--- src/shared/fcpl_pkg.sv ---
// Constants and types of the process login/logout responder.
// Assumes one clock domain; all lengths are payload byte counts.
// Functional notes
// - Originator associator valid answers code 07h.
// - Responder associator valid answers code 04h.
// - Associator valid flags always returned zero.
// - Login response sets image pair established.
// - Login associator fields returned all zero.
// - Target function one, initiator function zero.
// - Service parameter word returned 00000012h.
// - Codes 01h-05h carry their fixed meanings.
// - Code 06h conditional, 07h single page only.
// - Logout returns image pair to reset state.
// - Logout accept: 02h, 10h, pages echoed.
// - Logout response flags and reserved bytes zero.
// - Login request 20h/10h, accept 02h/10h.
// - Missing initiator function rejects, reason 03h; the code rejects only on the first page of a login.
package fcpl_pkg;
   localparam logic [7:0]  CMD_LOGIN   = 8'h20;
   localparam logic [7:0]  CMD_LOGOUT  = 8'h21;
   localparam logic [7:0]  ACC_CMD     = 8'h02;
   localparam logic [7:0]  PAGE_LEN    = 8'h10;
   localparam logic [7:0]  TYPE_FCP    = 8'h08;
   localparam logic [7:0]  TYPE_EXT    = 8'h00;
   localparam logic [7:0]  SVC_LOGIN   = 8'h12;
   localparam logic [7:0]  ZERO_BYTE   = 8'h00;
   localparam logic [15:0] LEN_HDR     = 16'h0004;
   localparam logic [15:0] LEN_MIN     = 16'h0014;
   localparam logic [3:0]  LEN_ALIGN   = 4'h4;
   localparam int          FLG_ORIG    = 7;
   localparam int          FLG_RESP    = 6;
   localparam logic [3:0]  FLG_EST_NIB = 4'h2;
   localparam logic [3:0]  FLG_NONE    = 4'h0;
   localparam int          SVC_INIT    = 5;
   localparam logic [3:0]  IDX_TYPE    = 4'h0;
   localparam logic [3:0]  IDX_EXT     = 4'h1;
   localparam logic [3:0]  IDX_FLAGS   = 4'h2;
   localparam logic [3:0]  IDX_LENH    = 4'h2;
   localparam logic [3:0]  IDX_HLAST   = 4'h3;
   localparam logic [3:0]  IDX_SVC     = 4'hF;
   localparam logic [3:0]  ARC_EXEC    = 4'h1;
   localparam logic [3:0]  ARC_NORES   = 4'h2;
   localparam logic [3:0]  ARC_NOINIT  = 4'h3;
   localparam logic [3:0]  ARC_NORESP  = 4'h4;
   localparam logic [3:0]  ARC_PREDEF  = 4'h5;
   localparam logic [3:0]  ARC_COND    = 4'h6;
   localparam logic [3:0]  ARC_MULTI   = 4'h7;
   localparam logic [7:0]  RJT_LOGICAL = 8'h03;
   localparam logic [7:0]  RJT_NOEXPL  = 8'h00;

   typedef enum logic [1:0] {
      ST_HDR   = 2'b00,
      ST_PAGE  = 2'b01,
      ST_OHDR  = 2'b10,
      ST_OPAGE = 2'b11
   } fcpl_state_t;

   typedef struct packed {
      logic       first;
      logic       last;
      logic [7:0] data;
   } fcpl_beat_t;

   typedef struct packed {
      logic [7:0] reason;
      logic [7:0] expl;
   } fcpl_rjt_t;
endpackage

--- src/verilog/fcpl_responder.sv ---
// Process login/logout responder: takes request payload bytes and
// streams the accept payload, or pulses a reject.
// Assumes request bytes are synchronous to clk and frame transport is outside.
`timescale 1ns/1ps
module fcpl_responder
   import fcpl_pkg::*;
(
   input  wire logic       clk,
   input  wire logic       reset,
   input  wire logic       ce,
   input  wire logic       req_valid,
   input  wire logic       req_first,
   input  wire logic [7:0] req_data,
   output logic            req_ready,
   output logic            rsp_valid,
   output fcpl_beat_t      rsp_beat,
   input  wire logic       rsp_ready,
   output logic            rjt_valid,
   output fcpl_rjt_t       rjt_info,
   input  wire logic       init_done,
   input  wire logic       resources_ok,
   output logic            img_established,
   output logic            img_reset
);

   fcpl_state_t state_q;
   logic [3:0]  icnt_q;
   logic [3:0]  ocnt_q;
   logic [7:0]  cmd_q;
   logic [7:0]  plen_q;
   logic [7:0]  lenh_q;
   logic [15:0] len_q;
   logic [11:0] pages_q;
   logic        login_q;
   logic        type_ok_q;
   logic [7:0]  flag_hi_q;
   logic        first_pg_q;
   logic [3:0]  code_q;
   logic        opg_q;
   logic        rsp_valid_q;
   fcpl_beat_t  rsp_beat_q;
   logic        rjt_q;
   logic        est_q;
   logic        rst_img_q;

   // One byte of a response page; login and logout differ only in flags
   // and service parameters.
   function automatic logic [7:0] page_byte(input logic [3:0] idx,
                                            input logic [3:0] code,
                                            input logic       login);
      logic [7:0] b;
      b = ZERO_BYTE;
      if (idx == IDX_TYPE) begin
         b = TYPE_FCP;
      end else if (idx == IDX_EXT) begin
         b = TYPE_EXT;
      end else if (idx == IDX_FLAGS) begin
         b = {(login ? FLG_EST_NIB : FLG_NONE), code};
      end else if (idx == IDX_SVC && login) begin
         b = SVC_LOGIN;
      end
      return b;
   endfunction

   function automatic logic [7:0] hdr_byte(input logic [3:0]  idx,
                                           input logic [15:0] len);
      logic [7:0] b;
      case (idx[1:0])
         2'b00: b = ACC_CMD;
         2'b01: b = PAGE_LEN;
         2'b10: b = len[15:8];
         default: b = len[7:0];
      endcase
      return b;
   endfunction

   wire         in_fire   = ce & req_valid & req_ready;
   wire         out_adv   = ce & (~rsp_valid_q | rsp_ready);
   wire [3:0]   hidx      = req_first ? IDX_TYPE : icnt_q;
   wire         hdr_take  = in_fire & (state_q == ST_HDR) & (req_first | icnt_q != IDX_TYPE);
   wire         hdr_end   = hdr_take & (hidx == IDX_HLAST);
   wire [15:0]  len_w     = {lenh_q, req_data};
   wire [15:0]  len_m4    = len_w - LEN_HDR;
   // Lengths that are not a whole number of pages are rejected outright.
   wire         hdr_ok    = (cmd_q == CMD_LOGIN | cmd_q == CMD_LOGOUT) & plen_q == PAGE_LEN
                            & len_w >= LEN_MIN & req_data[3:0] == LEN_ALIGN;
   wire         pg_end    = in_fire & (state_q == ST_PAGE) & (icnt_q == IDX_SVC);
   wire         svc_init  = req_data[SVC_INIT];
   wire         rjt_init  = pg_end & login_q & first_pg_q & ~svc_init;
   wire         out_hdr   = out_adv & (state_q == ST_OHDR);
   wire         out_pg    = out_adv & (state_q == ST_OPAGE);
   wire         pg_out_end = out_pg & (ocnt_q == IDX_SVC);
   wire [3:0]   code_d;

   // Associator checks come right after the type and logout checks because no associator is ever honoured.
   assign code_d = ~type_ok_q                  ? ARC_PREDEF :
                   ~login_q                    ? ARC_EXEC :
                   flag_hi_q[FLG_ORIG]         ? ARC_MULTI :
                   flag_hi_q[FLG_RESP]         ? ARC_NORESP :
                   ~svc_init                   ? ARC_PREDEF :
                   ~init_done                  ? ARC_NOINIT :
                   ~resources_ok               ? ARC_NORES :
                   ARC_EXEC;

   assign req_ready       = ce & (state_q == ST_HDR | state_q == ST_PAGE);
   assign rsp_valid       = rsp_valid_q;
   assign rsp_beat        = rsp_beat_q;
   assign rjt_valid       = rjt_q;
   assign rjt_info.reason = RJT_LOGICAL;
   assign rjt_info.expl   = RJT_NOEXPL;
   assign img_established = est_q;
   assign img_reset       = rst_img_q;

   always_ff @(posedge clk) begin
      if (reset) begin
         state_q <= ST_HDR;
         icnt_q  <= 4'h0;
         ocnt_q  <= 4'h0;
      end else if (ce) begin
         case (state_q)
            ST_HDR: begin
               if (hdr_take) begin
                  icnt_q <= hidx + 4'h1;
               end
               if (hdr_end) begin
                  icnt_q  <= 4'h0;
                  state_q <= hdr_ok ? ST_PAGE : ST_HDR;
               end
            end
            ST_PAGE: begin
               if (in_fire) begin
                  icnt_q <= icnt_q + 4'h1;
               end
               if (pg_end) begin
                  ocnt_q  <= 4'h0;
                  state_q <= rjt_init ? ST_HDR : first_pg_q ? ST_OHDR : ST_OPAGE;
               end
            end
            ST_OHDR: begin
               if (out_hdr) begin
                  ocnt_q <= (ocnt_q == IDX_HLAST) ? 4'h0 : ocnt_q + 4'h1;
                  if (ocnt_q == IDX_HLAST) begin
                     state_q <= ST_OPAGE;
                  end
               end
            end
            ST_OPAGE: begin
               if (out_pg) begin
                  ocnt_q <= ocnt_q + 4'h1;
               end
               if (pg_out_end) begin
                  state_q <= (pages_q == 12'h001) ? ST_HDR : ST_PAGE;
               end
            end
            default: begin
               state_q <= ST_HDR;
            end
         endcase
      end
   end

   // Header and page capture; only the bytes that steer the answer are kept.
   always_ff @(posedge clk) begin
      if (reset) begin
         cmd_q      <= 8'h00;
         plen_q     <= 8'h00;
         lenh_q     <= 8'h00;
         len_q      <= 16'h0000;
         pages_q    <= 12'h000;
         login_q    <= 1'b0;
         type_ok_q  <= 1'b0;
         flag_hi_q  <= 8'h00;
         first_pg_q <= 1'b0;
         code_q     <= 4'h0;
      end else if (ce) begin
         if (hdr_take && hidx == IDX_TYPE) begin
            cmd_q <= req_data;
         end
         if (hdr_take && hidx == IDX_EXT) begin
            plen_q <= req_data;
         end
         if (hdr_take && hidx == IDX_LENH) begin
            lenh_q <= req_data;
         end
         if (hdr_end) begin
            len_q      <= len_w;
            pages_q    <= len_m4[15:4];
            login_q    <= (cmd_q == CMD_LOGIN);
            first_pg_q <= 1'b1;
         end
         if (in_fire && state_q == ST_PAGE) begin
            if (icnt_q == IDX_TYPE) begin
               type_ok_q <= (req_data == TYPE_FCP);
            end else if (icnt_q == IDX_EXT) begin
               type_ok_q <= type_ok_q & (req_data == TYPE_EXT);
            end else if (icnt_q == IDX_FLAGS) begin
               flag_hi_q <= req_data;
            end
         end
         if (pg_end) begin
            code_q <= code_d;
         end
         if (pg_out_end) begin
            pages_q    <= pages_q - 12'h001;
            first_pg_q <= 1'b0;
         end
      end
   end

   // Output byte stream; a byte stands until the consumer takes it.
   always_ff @(posedge clk) begin
      if (reset) begin
         rsp_valid_q <= 1'b0;
         rsp_beat_q  <= '0;
         opg_q       <= 1'b0;
      end else if (out_hdr) begin
         rsp_valid_q      <= 1'b1;
         rsp_beat_q.first <= (ocnt_q == IDX_TYPE);
         rsp_beat_q.last  <= 1'b0;
         rsp_beat_q.data  <= hdr_byte(ocnt_q, len_q);
         opg_q            <= 1'b0;
      end else if (out_pg) begin
         rsp_valid_q      <= 1'b1;
         rsp_beat_q.first <= 1'b0;
         rsp_beat_q.last  <= (ocnt_q == IDX_SVC) & (pages_q == 12'h001);
         rsp_beat_q.data  <= page_byte(ocnt_q, code_q, login_q);
         opg_q            <= 1'b1;
      end else if (out_adv) begin
         rsp_valid_q <= 1'b0;
      end
   end

   // Image pair events: a logout page clears the pair back to reset state.
   always_ff @(posedge clk) begin
      if (reset) begin
         rjt_q     <= 1'b0;
         est_q     <= 1'b0;
         rst_img_q <= 1'b0;
      end else if (ce) begin
         rjt_q     <= rjt_init | (hdr_end & ~hdr_ok);
         est_q     <= pg_end & login_q & ~rjt_init & (code_d == ARC_EXEC);
         rst_img_q <= pg_end & ~login_q;
      end
   end

   logic [3:0] oidx_q;
   always_ff @(posedge clk) begin
      if (reset) begin
         oidx_q <= 4'h0;
      end else if (out_hdr || out_pg) begin
         oidx_q <= ocnt_q;
      end
   end

   chk_page_type: assert property (@(posedge clk) disable iff (reset)
      rsp_valid_q && opg_q && oidx_q == IDX_TYPE |-> rsp_beat_q.data == 8'h08)
      else $error("response page type code wrong");

   chk_acc_hdr: assert property (@(posedge clk) disable iff (reset)
      rsp_valid_q && rsp_beat_q.first |-> !opg_q && rsp_beat_q.data == 8'h02)
      else $error("accept header byte wrong");

   chk_orig_assoc: assert property (@(posedge clk) disable iff (reset)
      ce && pg_end && login_q && type_ok_q && flag_hi_q[7] && !rjt_init |=> code_q == 4'h7)
      else $error("originator associator code not 07h");

   chk_resp_assoc: assert property (@(posedge clk) disable iff (reset)
      pg_end && login_q && type_ok_q && !flag_hi_q[7] && flag_hi_q[6] && !rjt_init
      |=> code_q == 4'h4)
      else $error("responder associator code not 04h");

   chk_login_flags: assert property (@(posedge clk) disable iff (reset)
      rsp_valid_q && opg_q && login_q && oidx_q == IDX_FLAGS
      |-> rsp_beat_q.data == {4'h2, code_q})
      else $error("login flags byte wrong");

   chk_svc_word: assert property (@(posedge clk) disable iff (reset)
      rsp_valid_q && opg_q && oidx_q == IDX_SVC |-> rsp_beat_q.data == (login_q ? 8'h12 : 8'h00))
      else $error("service parameter byte wrong");

   chk_zero_fields: assert property (@(posedge clk) disable iff (reset)
      rsp_valid_q && opg_q && oidx_q > 4'h2 && oidx_q < 4'hF |-> rsp_beat_q.data == 8'h00)
      else $error("associator or reserved byte not zero");

   chk_init_reject: assert property (@(posedge clk) disable iff (reset)
      ce && pg_end && login_q && first_pg_q && !req_data[5] |=> rjt_q ##1 state_q == ST_HDR)
      else $error("missing initiator function not rejected");

   chk_logout_reset: assert property (@(posedge clk) disable iff (reset)
      ce && pg_end && !login_q |=> img_reset && !img_established)
      else $error("logout did not reset image pair");

   chk_page_answer: assert property (@(posedge clk) disable iff (reset)
      ce && pg_end && !rjt_init && rsp_ready |-> ##[1:40] (rsp_valid_q && opg_q && oidx_q == IDX_SVC))
      else $error("page not answered in time");

   cov_login_ok: cover property (@(posedge clk) disable iff (reset) est_q);
   cov_logout: cover property (@(posedge clk) disable iff (reset) rst_img_q);
   cov_reject: cover property (@(posedge clk) disable iff (reset) rjt_q);
   cov_multi: cover property (@(posedge clk) disable iff (reset)
      rsp_valid_q && rsp_beat_q.last && !first_pg_q);

endmodule

--- config.mk ---
export PLATFORM = sky130hd
export DESIGN_NAME = fcpl_responder
export DESIGN_NICKNAME = d
export VERILOG_FILES = /design/src/shared/fcpl_pkg.sv /design/src/verilog/fcpl_responder.sv
export SDC_FILE = /design/constraint.sdc
export NUM_CORES = 1
export LEC_CHECK = 0
export BUFFER_PORTS_ARGS = -buffer_cell sky130_fd_sc_hd__clkbuf_2
export CAP_MARGIN = 20
export CORE_ASPECT_RATIO = 0.5
export CORE_UTILIZATION = 40
export CTS_BUF_LIST = sky130_fd_sc_hd__clkbuf_8 sky130_fd_sc_hd__clkbuf_16
export DETAILED_ROUTE_END_ITERATION = 8
export SYNTH_ARGS = -nofsm -noshare
export SYNTH_HDL_FRONTEND = slang
export SYNTH_SLANG_ARGS = --single-unit
--- constraint.sdc ---
create_clock -name clk -period 3.3 [get_ports clk]
set_input_delay 0.165 -clock clk [delete_from_list [all_inputs] [get_ports clk]]
set_output_delay 0.165 -clock clk [all_outputs]
set_load 0.03 [all_outputs]
==> results.json <==
{
  "run_status": "finished clean",
  "h-tree-depth": 3,
  "drc_errors": 0,
  "clkSinkCount": 84,
  "ys_ff_latch": 84,
  "fin_crit_ps": 2712,
  "finalClockSkew_ps": 7.437,
  "tritoncts": "built",
  "finalSetupViolations": 0,
  "synth_top_family_by_area": "simple AND/OR/NAND/NOR gates",
  "yosys_warnings": 0,
  "drive_above_1_share": 0.1144,
  "initial_core_util": 0.4210,
  "critPathKind": "reg2reg",
  "cts_root_buf": "clkbuf_16",
  "synth-simple-area-share": 0.2760,
  "synth-edff-count": 0,
  "placed_cell_area_um2": 4536,
  "syn_area_um2": 4410,
  "intPower_mw": 1.610,
  "clockPowerShare": 0.454,
  "io_buffers": 30,
  "syn2layout_area_growth_pct": 9.986,
  "ys_types": 69,
  "sw_frac_of_total": 0.2482,
  "crit_arrival_ps": 2970,
  "grt_pass1_vias": 3614,
  "routabilityCongestion": 0.7817,
  "dp_hpwl_um": 8129,
  "row_count": 26,
  "p_sw_mw": 0.5315,
  "rsz0062_at_grt": "no",
  "ant_nets": 0,
  "synth_cells": 561,
  "synth_top_area_frac": 0.3813,
  "die_w_um": 150.5,
  "num_antenna_cells": 0,
  "gr-total-overflow": 0,
  "maxCapViolCount": 0,
  "grt_antenna_before_repair": 0,
  "ys_top_cells_by_area": "dfxtp_1, nand2_1, a21oi_1",
  "slew_viol_final": 0,
  "leakage_nw": 1.713,
  "tightest_slew_ps": 723.9,
  "synth_compound_area_frac": 0.1955,
  "viasPerCell": 5.565,
  "die_area_um2": 11480,
  "ctsResizeCount": 0,
  "crit_required_ps": 3560,
  "final_cell_mix": "nand2_1, dfxtp_1, a21oi_1",
  "fill_cells": 1083,
  "syn_avg_cell_area_um2": 7.862,
  "ir_drop_mv": 0.2179,
  "num_io_pins": 47,
  "slew-limit-headroom": 0.5174,
  "die_h_um": 76.25,
  "max_freq_mhz": 368.7,
  "critPathCaptureType": "flip-flop",
  "crit_fanout": 18,
  "num_vias": 3990,
  "post_cts_buffers": 0,
  "grt_max_degree": 53,
  "clkTransAtPathRegs_ps": 60,
  "yosys_most_used_dff": "dfxtp_1",
  "routed_wl_um": 11560,
  "coreArea_um2": 10480,
  "clock_latency_ps": 340,
  "hold_buffers": 0,
  "cp-start-kind": "flip-flop",
  "synth_top_cell_by_area": "dfxtp_1",
  "track_usage": 0.2167,
  "cts_buffer_depth": 2,
  "grt_pass1_wl_um": 19250,
  "synthMuxAreaShare": 0.01390,
  "drt_iter0_markers": 249,
  "numCtsBuffers": 9,
  "comb_power_share": 0.066,
  "final_common_cell": "nand2_1",
  "power_density_nw_per_um2": 441.5,
  "yosys.area_share.adder": 0.03972,
  "yosysSeqAreaShare": 0.3813,
  "wire_per_inst_um": 16.12,
  "async_reset_ff_frac": 0,
  "fin_nets": 602,
  "fin_area_um2": 4851,
  "final_hold_viol_count": 0,
  "power.share.sequential": 0.480,
  "finalCritPeriodShare": 0.8218,
  "drtPass1Iterations": 5,
  "fin_setup_tns_ps": 0,
  "yosys.area_share.xor_xnor": 0.009929,
  "hold_path.class": "in2reg"
}
[registers in the layout (all words and copies together), names as in the netlist, 2 cells and up, named ones only]
register   cells
lenh_q         8
icnt_q         4
rsp_beat      10
cmd_q          8
len_q         16
pages_q       12
plen_q         8
flag_hi_q      2
code_q         3
ocnt_q         4
[Yosys cell counts (8+ instances only)]
master    number
buf_4         17
nor3_1        11
nand3_1       32
nand2b_1       9
nor2_1        35
a22oi_1        8
a21oi_1       64
clkbuf_1      26
inv_1         17
nand2_1      101
o21ai_0       14
a211oi_1      10
dfxtp_1       84
ha_1          14
or3_1          8
and3_1         8
[per-layer routing]
metal | track usage | vias to the layer above | share of wire | wire length, um
met5 | 0 | - | 0 | 0
met4 | 0.05152 | 0 | 0.0091 | 105
met3 | 0.05389 | 9 | 0.054 | 628
met2 | 0.3134 | 114 | 0.43 | 4937
met1 | 0.3181 | 1883 | 0.51 | 5886
li1 | - | 1984 | - | -
[path summary, 6_finish.rpt]
check	from	endpoint	slack, ps	cells past startpoint
setup / recovery	icnt_q[0]	pages_q[10]	590	8
hold / removal	rsp_ready	rsp_valid	100	4
setup reg to reg	icnt_q[0]	pages_q[10]	590	8
hold reg to reg	rsp_beat[8]	rsp_beat[8]	450	2
[power groups by stage]
| stage | Combinational (mW) | Clock, mW | Sequential (mW) |
|---|---|---|---|
| global route | 0.155 | 1.04 | 1.03 |
| floorplan | 0.114 | 0 | 1.05 |
| detailed placement | 0.137 | 0 | 1.05 |
| CTS | 0.138 | 0.992 | 1.03 |
| finish | 0.142 | 0.973 | 1.03 |
| global placement | 0.136 | 0 | 1.05 |
[worst max-delay path: stages (launching register included)]
cell	delay, ps
dfxtp_1	430
nand2b_1	130
inv_1	90
ha_1	230
nor4b_1	520
o21a_1	640
a211oi_1	100
a311oi_1	270
a21boi_0	220
[final cells by class]
class	count	area, um2	share of cell area
clock buffer	11	252.7	0.05210
clock inverter	5	35.03	0.007222
inverter	17	63.81	0.01315
multi-input combinational	423	2420	0.4988
sequential	84	1682	0.3467
tap	140	175.2	0.03611
timing repair buffer	37	222.7	0.04591
[logic make-up (layout without fill, tap and decap cells)]
kind of cell             count (synthesis)  in the layout
flip-flops                              84             84
adder cells (fa/ha/maj)                 14             14
AND/OR/NAND/NOR                        245            245
other                                    2             16
buffers and inverters                   68             70
multiplexers                             6              6
AO/OA/AOI/OAI                          137            137
XOR/XNOR                                 5              5
[metrics by stage]
| stage | utilization | worst slack, ps | power (mW) | hold slack [ps] | cells |
|---|---|---|---|---|---|
| global placement | 0.4330 | 761.6 | 1.186 | 438.8 | 700 |
| CTS | 0.4605 | 609.3 | 2.157 | 97.49 | 716 |
| finish | 0.4631 | 588.0 | 2.142 | 104.1 | 717 |
| detailed placement | 0.4330 | 631.1 | 1.187 | 443.3 | 700 |
| global route | 0.4631 | 357.3 | 2.221 | 126.1 | 717 |
| floorplan | - | 1157 | 1.162 | 301.0 | 575 |
(Power assumes the default switching activity.)
